`config.mk`:
```
export PLATFORM = sky130hd
export DESIGN_NAME = misc_option_regs
export DESIGN_NICKNAME = d
export VERILOG_FILES = /design/src/hdl/misc_option_regs.v
export VERILOG_INCLUDE_DIRS = /design/src /design/src/hdl
export SDC_FILE = /design/constraint.sdc
export NUM_CORES = 1
export LEC_CHECK = 0
export ABC_AREA = 1
export ABC_CLOCK_PERIOD_IN_PS = 4700
export CORE_UTILIZATION = 60
export DETAILED_ROUTE_END_ITERATION = 8
export DONT_BUFFER_PORTS = 1
export PLACE_DENSITY = 0.73
export SYNTH_ARGS = -nofsm -noshare
export SYNTH_HDL_FRONTEND = slang
export SYNTH_SLANG_ARGS = --single-unit
```
`constraint.sdc`:
```
create_clock -name clock -period 4.7 [get_ports clock]
set_input_delay 0.235 -clock clock [delete_from_list [all_inputs] [get_ports clock]]
set_output_delay 0.235 -clock clock [all_outputs]
set_load 0.005 [all_outputs]
```
`src/hdl/misc_option_defines.vh`:
```
// Offsets, field positions, reset values and timing for the option register bank
`ifndef MISC_OPTION_DEFINES_VH
`define MISC_OPTION_DEFINES_VH
`define OFS_FAULT_POLICY 8'h7B
`define OFS_IFACE_LIMIT 8'h7C
`define OFS_CONV_LIMIT 8'h7D
`define RST_FAULT_POLICY 8'h00
`define RST_IFACE_LIMIT 8'h00
`define RST_CONV_LIMIT 8'h00
`define ADDR_PRIMARY 7'h4D
`define ADDR_ALTERNATE 7'h4E
`define CRC8_POLY 8'h07
`define FP_RETRY_HI 7
`define FP_RETRY_LO 6
`define FP_UVPRE_HI 5
`define FP_UVPRE_LO 4
`define FP_PHASE3 0
`define IL_ADDR_SEL 7
`define IL_MANUAL 6
`define IL_FILT30 5
`define IL_CRC 4
`define IL_SHORT_PULSE 3
`define IL_NOC1 2
`define IL_OC1_HI 1
`define IL_OC1_LO 0
`define CL_OCA_HI 7
`define CL_OCA_LO 6
`define CL_OCB_HI 5
`define CL_OCB_LO 4
`define CL_NOC_SS 2
`define RETRY_TEN 4'hA
`define RETRY_FIVE 4'h5
`define CLK_MHZ 100
`define UV_BUILTIN_NS 2000
`define UV_PRE1_US 10
`define UV_PRE2_US 25
`define UV_PRE3_US 40
`define UV_BUILTIN_CYC (`UV_BUILTIN_NS * `CLK_MHZ / 1000)
`define UV_PRE1_CYC (`UV_PRE1_US * `CLK_MHZ)
`define UV_PRE2_CYC (`UV_PRE2_US * `CLK_MHZ)
`define UV_PRE3_CYC (`UV_PRE3_US * `CLK_MHZ)
`define FILT30_MS 30
`define PULSE_LONG_MS 200
`define PULSE_SHORT_MS 20
`define MS_CYC(ms) ((ms) * `CLK_MHZ * 1000)
`endif

```
`src/hdl/misc_option_regs.v`:
```
// Option register bank with its I2C target, fault filters and fault pulse
`timescale 1ns/1ps
`default_nettype none
`include "misc_option_defines.vh"
module misc_option_regs #(
    parameter [22:0] FILT30_CYC = `MS_CYC(`FILT30_MS),
    parameter [24:0] PULSE_LONG_CYC = `MS_CYC(`PULSE_LONG_MS),
    parameter [24:0] PULSE_SHORT_CYC = `MS_CYC(`PULSE_SHORT_MS)
) (
    input wire clock,
    input wire rst_n,
    input wire scl_in,
    input wire sda_in,
    output reg sda_out,
    output reg sda_oe,
    input wire standby,
    input wire [3:0] uv_raw,
    input wire [3:0] ov_raw,
    input wire watchdog_fault,
    input wire sequence_fault,
    output reg [3:0] uv_fault,
    output reg [3:0] ov_fault,
    output reg fault_out_n,
    output reg [3:0] retry_limit,
    output reg latch_on_first,
    output reg third_converter_in_phase,
    output reg i2c_output_control,
    output reg negative_overcurrent_limit_1a,
    output reg [1:0] first_converter_overcurrent,
    output reg [1:0] third_converter_overcurrent_a,
    output reg [1:0] third_converter_overcurrent_b,
    output reg noc_soft_start_only,
    output reg [7:0] fault_policy_q,
    output reg [7:0] iface_limit_q,
    output reg [7:0] conv_limit_q
);
    localparam S_IDLE = 3'd0;
    localparam S_RX = 3'd1;
    localparam S_ACK = 3'd2;
    localparam S_TX = 3'd3;
    localparam S_TXACK = 3'd4;
    localparam [22:0] UV_BUILTIN = `UV_BUILTIN_CYC;
    localparam [22:0] UV_PRE1 = `UV_PRE1_CYC;
    localparam [22:0] UV_PRE2 = `UV_PRE2_CYC;
    localparam [22:0] UV_PRE3 = `UV_PRE3_CYC;

    function [7:0] crc8;
        input [7:0] crc;
        input [7:0] data;
        integer k;
        reg [7:0] c;
        begin
            c = crc ^ data;
            for (k = 0; k < 8; k = k + 1) begin
                c = c[7] ? ((c << 1) ^ `CRC8_POLY) : (c << 1);
            end
            crc8 = c;
        end
    endfunction

    // Code 3 is reserved and falls back to the default limit
    function [1:0] limit_code;
        input [1:0] code;
        begin
            limit_code = (code == 2'b11) ? 2'b00 : code;
        end
    endfunction

    // ************************************
    // Pin synchronisers
    // ************************************
    reg [1:0] scl_sy, sda_sy, stb_sy;
    reg [3:0] uv_m, uv_s, ov_m, ov_s;
    reg scl_p, sda_p;
    always @(posedge clock) begin
        if (!rst_n) begin
            scl_sy <= 2'b11;
            sda_sy <= 2'b11;
            stb_sy <= 2'b00;
            uv_m <= 4'h0;
            uv_s <= 4'h0;
            ov_m <= 4'h0;
            ov_s <= 4'h0;
            scl_p <= 1'b1;
            sda_p <= 1'b1;
        end else begin
            scl_sy <= {scl_sy[0], scl_in};
            sda_sy <= {sda_sy[0], sda_in};
            stb_sy <= {stb_sy[0], standby};
            uv_m <= uv_raw;
            uv_s <= uv_m;
            ov_m <= ov_raw;
            ov_s <= ov_m;
            scl_p <= scl_sy[1];
            sda_p <= sda_sy[1];
        end
    end
    wire scl = scl_sy[1];
    wire sda = sda_sy[1];
    wire scl_rise = scl & ~scl_p;
    wire scl_fall = ~scl & scl_p;
    wire start_c = scl & scl_p & sda_p & ~sda;
    wire stop_c = scl & scl_p & ~sda_p & sda;

    // ************************************
    // I2C target and register file
    // ************************************
    reg [2:0] state;
    reg [3:0] bit_cnt;
    reg [7:0] shreg, tx_sh, ptr, crc, wdata;
    reg [1:0] byte_idx;
    reg rw, acking, tx_crc_next, master_ack;
    wire crc_on = iface_limit_q[`IL_CRC];
    wire [6:0] my_addr = iface_limit_q[`IL_ADDR_SEL] ? `ADDR_ALTERNATE : `ADDR_PRIMARY;
    reg [7:0] rd_data;
    always @* begin
        case (ptr)
            `OFS_FAULT_POLICY: rd_data = fault_policy_q;
            `OFS_IFACE_LIMIT: rd_data = iface_limit_q;
            `OFS_CONV_LIMIT: rd_data = conv_limit_q;
            default: rd_data = 8'h00;
        endcase
    end
    wire [7:0] tx_byte = tx_crc_next ? crc8(crc, rd_data) : rd_data;

    task write_reg;
        input [7:0] d;
        begin
            if (stb_sy[1]) begin
                if (ptr == `OFS_FAULT_POLICY) fault_policy_q <= d;
                if (ptr == `OFS_IFACE_LIMIT) iface_limit_q <= d;
                if (ptr == `OFS_CONV_LIMIT) conv_limit_q <= d;
            end
        end
    endtask

    always @(posedge clock) begin
        if (!rst_n) begin
            state <= S_IDLE;
            bit_cnt <= 4'h0;
            shreg <= 8'h00;
            tx_sh <= 8'h00;
            ptr <= 8'h00;
            crc <= 8'h00;
            wdata <= 8'h00;
            byte_idx <= 2'd0;
            rw <= 1'b0;
            acking <= 1'b0;
            tx_crc_next <= 1'b0;
            master_ack <= 1'b0;
            sda_out <= 1'b0;
            sda_oe <= 1'b0;
            fault_policy_q <= `RST_FAULT_POLICY;
            iface_limit_q <= `RST_IFACE_LIMIT;
            conv_limit_q <= `RST_CONV_LIMIT;
        end else if (start_c) begin
            state <= S_RX;
            bit_cnt <= 4'h0;
            byte_idx <= 2'd0;
            sda_oe <= 1'b0;
        end else if (stop_c) begin
            state <= S_IDLE;
            sda_oe <= 1'b0;
        end else begin
            case (state)
                S_RX: begin
                    if (scl_rise) begin
                        shreg <= {shreg[6:0], sda};
                        bit_cnt <= bit_cnt + 4'h1;
                    end else if (scl_fall && bit_cnt == 4'h8) begin
                        bit_cnt <= 4'h0;
                        acking <= 1'b1;
                        state <= S_ACK;
                        sda_oe <= 1'b1;
                        case (byte_idx)
                            2'd0: begin
                                if (shreg[7:1] == my_addr) begin
                                    rw <= shreg[0];
                                    crc <= crc8(8'h00, shreg);
                                    tx_crc_next <= 1'b0;
                                    byte_idx <= 2'd1;
                                end else begin
                                    state <= S_IDLE;
                                    sda_oe <= 1'b0;
                                end
                            end
                            2'd1: begin
                                ptr <= shreg;
                                crc <= crc8(crc, shreg);
                                byte_idx <= 2'd2;
                            end
                            2'd2: begin
                                if (crc_on) begin
                                    wdata <= shreg;
                                    crc <= crc8(crc, shreg);
                                    byte_idx <= 2'd3;
                                end else begin
                                    write_reg(shreg);
                                    ptr <= ptr + 8'h01;
                                end
                            end
                            default: begin
                                // Bad CRC is acknowledged but dropped; later bytes get no ACK
                                if (tx_crc_next) begin
                                    state <= S_IDLE;
                                    sda_oe <= 1'b0;
                                end else if (shreg == crc) begin
                                    write_reg(wdata);
                                end
                                tx_crc_next <= 1'b1;
                            end
                        endcase
                    end
                end
                S_ACK: begin
                    if (scl_fall) begin
                        acking <= 1'b0;
                        if (rw) begin
                            state <= S_TX;
                            sda_oe <= ~tx_byte[7];
                            tx_sh <= {tx_byte[6:0], 1'b0};
                            bit_cnt <= 4'h1;
                            if (crc_on) begin
                                tx_crc_next <= ~tx_crc_next;
                            end
                            if (!crc_on || tx_crc_next) begin
                                ptr <= ptr + 8'h01;
                            end
                            if (!tx_crc_next) begin
                                crc <= crc8(crc, rd_data);
                            end
                        end else begin
                            state <= S_RX;
                            sda_oe <= 1'b0;
                        end
                    end
                end
                S_TX: begin
                    if (scl_fall) begin
                        if (bit_cnt == 4'h8) begin
                            sda_oe <= 1'b0;
                            state <= S_TXACK;
                        end else begin
                            sda_oe <= ~tx_sh[7];
                            tx_sh <= {tx_sh[6:0], 1'b0};
                            bit_cnt <= bit_cnt + 4'h1;
                        end
                    end
                end
                S_TXACK: begin
                    if (scl_rise) begin
                        master_ack <= ~sda;
                    end else if (scl_fall) begin
                        if (master_ack) begin
                            state <= S_ACK;
                        end else begin
                            state <= S_IDLE;
                        end
                    end
                end
                default: begin
                    sda_oe <= 1'b0;
                end
            endcase
        end
    end

    // ************************************
    // Undervoltage and overvoltage filters
    // ************************************
    // Long filter stretches detection, so release is immediate to keep response bounded
    wire filt30 = iface_limit_q[`IL_FILT30];
    reg [22:0] uv_thr;
    always @* begin
        case (fault_policy_q[`FP_UVPRE_HI:`FP_UVPRE_LO])
            2'd1: uv_thr = UV_PRE1;
            2'd2: uv_thr = UV_PRE2;
            2'd3: uv_thr = UV_PRE3;
            default: uv_thr = 23'd0;
        endcase
        uv_thr = uv_thr + UV_BUILTIN + (filt30 ? FILT30_CYC : 23'd0);
    end
    wire [22:0] ov_thr = filt30 ? FILT30_CYC : 23'd0;
    reg [22:0] uv_cnt [0:3];
    reg [22:0] ov_cnt [0:3];
    reg [3:0] uvov_prev;
    integer i;
    always @(posedge clock) begin
        if (!rst_n) begin
            for (i = 0; i < 4; i = i + 1) begin
                uv_cnt[i] <= 23'd0;
                ov_cnt[i] <= 23'd0;
            end
            uv_fault <= 4'h0;
            ov_fault <= 4'h0;
        end else begin
            for (i = 0; i < 4; i = i + 1) begin
                uv_cnt[i] <= (uv_s[i] && uv_cnt[i] < uv_thr) ? uv_cnt[i] + 23'd1 :
                             (uv_s[i] ? uv_cnt[i] : 23'd0);
                ov_cnt[i] <= (ov_s[i] && ov_cnt[i] < ov_thr) ? ov_cnt[i] + 23'd1 :
                             (ov_s[i] ? ov_cnt[i] : 23'd0);
                uv_fault[i] <= uv_s[i] && uv_cnt[i] >= uv_thr;
                ov_fault[i] <= ov_s[i] && ov_cnt[i] >= ov_thr;
            end
        end
    end

    // ************************************
    // Fault output pulse and decoded options
    // ************************************
    reg [24:0] pulse_cnt;
    wire [24:0] wdseq_len = iface_limit_q[`IL_SHORT_PULSE] ? PULSE_SHORT_CYC : PULSE_LONG_CYC;
    wire [3:0] uvov_now = uv_fault | ov_fault;
    wire uvov_evt = |(uvov_now & ~uvov_prev);
    always @(posedge clock) begin
        if (!rst_n) begin
            pulse_cnt <= 25'd0;
            uvov_prev <= 4'h0;
            fault_out_n <= 1'b1;
            retry_limit <= 4'h0;
            latch_on_first <= 1'b0;
            third_converter_in_phase <= 1'b0;
            i2c_output_control <= 1'b0;
            negative_overcurrent_limit_1a <= 1'b0;
            first_converter_overcurrent <= 2'b00;
            third_converter_overcurrent_a <= 2'b00;
            third_converter_overcurrent_b <= 2'b00;
            noc_soft_start_only <= 1'b0;
        end else begin
            uvov_prev <= uvov_now;
            // A new event never shortens a pulse already running
            if (uvov_evt && pulse_cnt < PULSE_LONG_CYC) begin
                pulse_cnt <= PULSE_LONG_CYC;
            end else if ((watchdog_fault || sequence_fault) && pulse_cnt < wdseq_len) begin
                pulse_cnt <= wdseq_len;
            end else if (pulse_cnt != 25'd0) begin
                pulse_cnt <= pulse_cnt - 25'd1;
            end
            fault_out_n <= ~(uvov_evt || watchdog_fault || sequence_fault || pulse_cnt > 25'd1);
            case (fault_policy_q[`FP_RETRY_HI:`FP_RETRY_LO])
                2'd1: retry_limit <= `RETRY_TEN;
                2'd2: retry_limit <= `RETRY_FIVE;
                default: retry_limit <= 4'h0;
            endcase
            latch_on_first <= &fault_policy_q[`FP_RETRY_HI:`FP_RETRY_LO];
            third_converter_in_phase <= fault_policy_q[`FP_PHASE3];
            i2c_output_control <= iface_limit_q[`IL_MANUAL];
            negative_overcurrent_limit_1a <= iface_limit_q[`IL_NOC1];
            first_converter_overcurrent <= limit_code(iface_limit_q[`IL_OC1_HI:`IL_OC1_LO]);
            third_converter_overcurrent_a <= limit_code(conv_limit_q[`CL_OCA_HI:`CL_OCA_LO]);
            third_converter_overcurrent_b <= limit_code(conv_limit_q[`CL_OCB_HI:`CL_OCB_LO]);
            noc_soft_start_only <= conv_limit_q[`CL_NOC_SS];
        end
    end
endmodule // misc_option_regs
`default_nettype wire

```
# --- Word-level counts from Yosys, hierarchy flattened ---
# Memory sizes are Yosys's and may differ from the RTL's.
# Index checks and enable logic that the tools add are counted.
totals:
  regBits: 154
  input_bits: 15
  mem_count: 2
  ramBits: 184
  elab_cells: 399
  output_inout_bits: 50
classes:
  bitwise_logic: 58
  eq_ne: 51
  magnitude_cmp: 19
  n_mux: 149
  reduce_logical: 66
  addsub: 13
mem_list:
  columns: ["memory", "depth", "width", "rd", "rd_ports_with_merged_regs", "write_ports", "line", "rtl"]
  rows:
  - ["ov_cnt", 4, 23, 4, 0, 4, "misc_option_regs.v:285", "reg [22:0] ov_cnt [0:3];"]
  - ["uv_cnt", 4, 23, 4, 0, 4, "misc_option_regs.v:284", "reg [22:0] uv_cnt [0:3];"]
op_table:
  columns: ["cell", "count"]
  rows:
  - ["2-to-1 mux 23 bit", 24]
  - ["2-to-1 mux 8 bit", 39]
  - ["adder 23 x 1 -> 23 bit (second input constant)", 8]
  - ["one-hot mux 8 bit (2 select lines)", 7]
  - ["2-to-1 mux 25 bit", 4]
  - ["2-to-1 mux 3 bit", 31]
  - [">= comparator 23 x 22 -> 1 bit", 4]
  - [">= comparator 23 bit", 4]
  - ["< comparator 23 x 22 -> 1 bit", 4]
  - ["< comparator 23 bit", 4]
  - ["NOT 3 bit", 24]
  - ["one-hot mux 8 bit (3 select lines)", 2]
  - ["one-hot mux 12 bit (3 select lines)", 1]
  - ["AND reduction 12 bit", 3]
  - ["AND reduction 7 bit", 5]
  - ["inequality test 2 bit (second input constant)", 17]
  - ["inequality test 4 bit (second input constant)", 8]
  - ["AND reduction 10 bit", 3]
  - ["> comparator 25 x 1 -> 1 bit (second input constant)", 1]
  - ["< comparator 25 bit", 1]
  - ["< comparator 25 bit (second input constant)", 1]
  - ["nonzero test 25 bit", 1]
  - ["subtractor 25 x 1 -> 25 bit (second input constant)", 1]
  - ["== test 8 x 7 -> 1 bit (second input constant)", 3]
  - ["48 further kinds", 156]

# --- Longest topological paths before layout ---
logic_depth:
  ltp_word: 24
  depth_mapped: 24
  depth_no_buf: 24

# --- Worst setup path before layout ---
# OpenSTA, ideal clock, no wires.
synth_path:
  path_kind: "register to register"
  from: "register iface_limit_q[5]"
  to: "memory uv_cnt[0][22]"
  required_time_ns: 4.572
  synth_period_minus_slack_ns: 4.314
  setup_time_ns: 0.128
  t_arrival_ns: 4.187
  path_stages_with_launch: 21
  n_path_buf: 1
  setup_slack_ns: 0.386
  path_cell_list: "dfxtp_1 > inv_1 > ha_1 > inv_1 > ha_1 > nand2_1 > o21ai_0 > nand2_1 > a21oi_1 > nor2_1 > ha_1 > a211o_1 > a21oi_1 > o21ai_0 > a21oi_2 > nand2_2 > nand2_1 > inv_1 > buf_2 > a21oi_1 > nor2_1"
synth_lines:
  columns: ["item", "line", "rtl"]
  rows:
  - ["start, declared", "misc_option_regs.v:34", "output reg [7:0] iface_limit_q,"]
  - ["start signal, assigned", "misc_option_regs.v:154", "iface_limit_q <= `RST_IFACE_LIMIT;"]
  - ["end, declared", "misc_option_regs.v:284", null]

==> metrics.txt <==
largest net degree at the start of global routing=96; Routed Wire Length=58400 um; Clock Sinks=335; CP dominant cell by count=nand2_1; Avg WL per Cell=16.1 um; initial core utilization=61.0%; worst slew pin tran=909 ps; GRT Total Usage=31.5%; Placed Area=0.0219 mm^2; Hold Fails Final Rpt=0; DIE AREA=0.0369 mm^2; fin crit period=4120 ps; share of post-route cells with drive strength above 1=6.64%; worst-path maximum fanout=12; via count=21300; largest vdd supply drop=0.302 mV; Detailed Routing Iterations Pass 1=6; Reg2Reg Depth=20; Buf/Inv on CP=3; yosys warns=0; synth top area cells=dfxtp_1, nand2_1, ha_1; cell area after layout=0.0236 mm^2; first-pass GRT wire length=95300 um; vias in the first global route=19600; RSZ-0062 raised after global routing=false; row cnt=69; clk buf depth=3; H-Tree Depth=2; Cells after DPL=3550; Clock Latency Late Sink=560 ps; Synth Net Count=3343; Final GP Congestion=0.951; Critical Path Source Type=register; fmax=243 MHz; r2r setup slk=580 ps; FF-to-FF End=uv_cnt[1][11]; critical path endpoint category=register; initial antenna violation count=0; distinct cell type count after synthesis=62; Static Leak=9.68 nW; Setup CP Type=reg -> reg; clock-pin slew on the worst setup and hold paths=60 ps; TritonCTS Buffers=39; worst reg2reg startpoint=fault_policy_q[4]; CP peak stage delay=460 ps; violation count after the first detailed-routing iteration=1532; MaxCap Viol Count=0; Post-synth top cells=nand2_1, inv_1, dfxtp_1, a21oi_1, nor2_1; FFs w/ async S/R, synth=0%; register bit total from synthesis=335; status=completed; I/O pins=65; PD cells=299 mW/mm^2; setup TNS=0 ps; post-CTS setup buffer count=0; register area share after synthesis=30.9%; clock skew=23.2 ps; Core ar.=0.0356 mm^2; Antenna Nets Post-Route=0; dominant cell type by area after synthesis=dfxtp_1; Hold Path Stages=2; type of the most critical hold path=in -> reg; fin. max-slew vios=0; nets@finish=3326; period utilization=87.6%; Vias/cell=5.86; Max-slew headroom=38.9%; PortBufs=0; DRC=0; diodes inserted=0; Root Buffer=clkbuf_16; global route overflow=0; Post-Layout Cell Count=3638; Top delay family on crit path=simple AND/OR/NAND/NOR gates; Slowest-stage cell, CP=dfxtp_2; Layout area overhead=8.65%; Die Span X=192 um; ys flop type=dfxtp_1; final setup fails=0; CTS tree=yes; Detailed Place HPWL=42300 um; Critical Path RT=5130 ps; synthesized area per cell=6.85 um^2; Synth top area share=30.9%; Die Ht=192 um; Post-synth EDFFs=0; Gate Count Post-Synth=3165; top-count cell post-synth=nand2_1; Worst Hold End=ov_cnt[1][18]; hold wc startpoint=rst_n; crit-path cells=ha_1, inv_1, a21oi_1, ha_1, inv_1, o21ai_0, nand2_1, a21oi_1, nor2_1, ha_1, nand2_1, nand2_1, a21oi_1, nand2_1, a21oi_1, nand2_1, inv_1, nand2_1, o21ai_0, nor2_1; Synth Cell Area=0.0217 mm^2; CP arrival=4550 ps
flip-flops by register name (all words and copies together), names as in the netlist, 3 cells and up:
register	count
ptr	8
crc	8
state	3
iface_limit_q	8
fault_policy_q	8
uv_s	4
uv_cnt	92
ov_m	4
uvov_prev	4
uv_fault	4
pulse_cnt	25
shreg	8
ov_fault	4
ov_cnt	92
wdata	8
uv_m	4
tx_sh	7
conv_limit_q	8
ov_s	4
bit_cnt	4
cell families after synthesis:
kind of cell / after synthesis / synth area share, %
compound gates: 565 / 14.3
xor+xnor: 107 / 4.42
fa+ha+maj: 163 / 9.44
buf+inv: 461 / 8.44
flops: 335 / 30.9
other cells: 1 / 0.0173
simple gates: 1533 / 32.4
timing repair:
| item | CTS | global route |
|---|---|---|
| hold buffers | 18 | 0 |
| endpoints found under the hold margin | 100 | 0 |
| gates resized for setup | 0 | 1 |
| endpoints found under the setup margin | 0 | 1 |
report_power, final:
group | internal, mW | leakage, nW | switching [mW]
Sequential | 2.90 | 2.71 | 0.0787
Clock | 2.14 | 0.699 | 1.25
Combinational | 0.229 | 6.27 | 0.445
stage by stage:
step / power, mW / utilization [%] / hold WS (ps) / setup slack [ps]
2_1_floorplan: 3.54 / - / 333 / 386
3_3_place_gp: 3.65 / 61.7 / 333 / 704
3_5_place_dp: 3.67 / 61.7 / 339 / 493
4_1_cts: 7.09 / 66.3 / 20.6 / 491
5_1_grt: 7.30 / 66.3 / 39.8 / 141
6_report: 7.05 / 66.3 / 34.3 / 584
worst max path at each step:
stage | from | end | depth (start not counted)
after floorplan | iface_limit_q[5] | uv_cnt[0][22] | 20
after global placement | fault_policy_q[4] | uv_cnt[1][11] | 22
after detailed placement | fault_policy_q[4] | uv_cnt[1][11] | 20
after CTS | fault_policy_q[4] | uv_cnt[1][11] | 20
after global routing | fault_policy_q[4] | uv_cnt[2][18] | 21
final | fault_policy_q[4] | uv_cnt[1][11] | 20
placed cells by master (no fill, tap or decap), types with 36 or more instances in the layout:
cell type    n
nand2_1    622
nor3_1     151
o21ai_0    142
clkbuf_16   41
inv_1      357
xor2_1      73
or2_2       36
ha_1       162
nand4_1     93
nor2_1     293
nand3_1    220
dfxtp_1    334
a21oi_1    305
final cells by class:
type | count | area [um^2]
tap | 461 | 577
clock buffer | 53 | 1140
sequential | 335 | 6710
timing repair buffer | 26 | 270
fill | 3234 | 12000
multi-input combinational | 2369 | 13200
clock inverter | 17 | 300
inverter | 377 | 1420
layer usage:
| metal | vias up | part of all wire [%] | global-route usage (%) |
|---|---|---|---|
| met2 | 706 | 46 | 51.9 |
| li1 | 10600 | - | - |
| met1 | 9920 | 45 | 41.6 |
| met3 | 123 | 6.7 | 5.41 |
| met5 | - | 0 | 0 |
| met4 | 0 | 2.6 | 10.4 |
(Power assumes the default switching activity.)
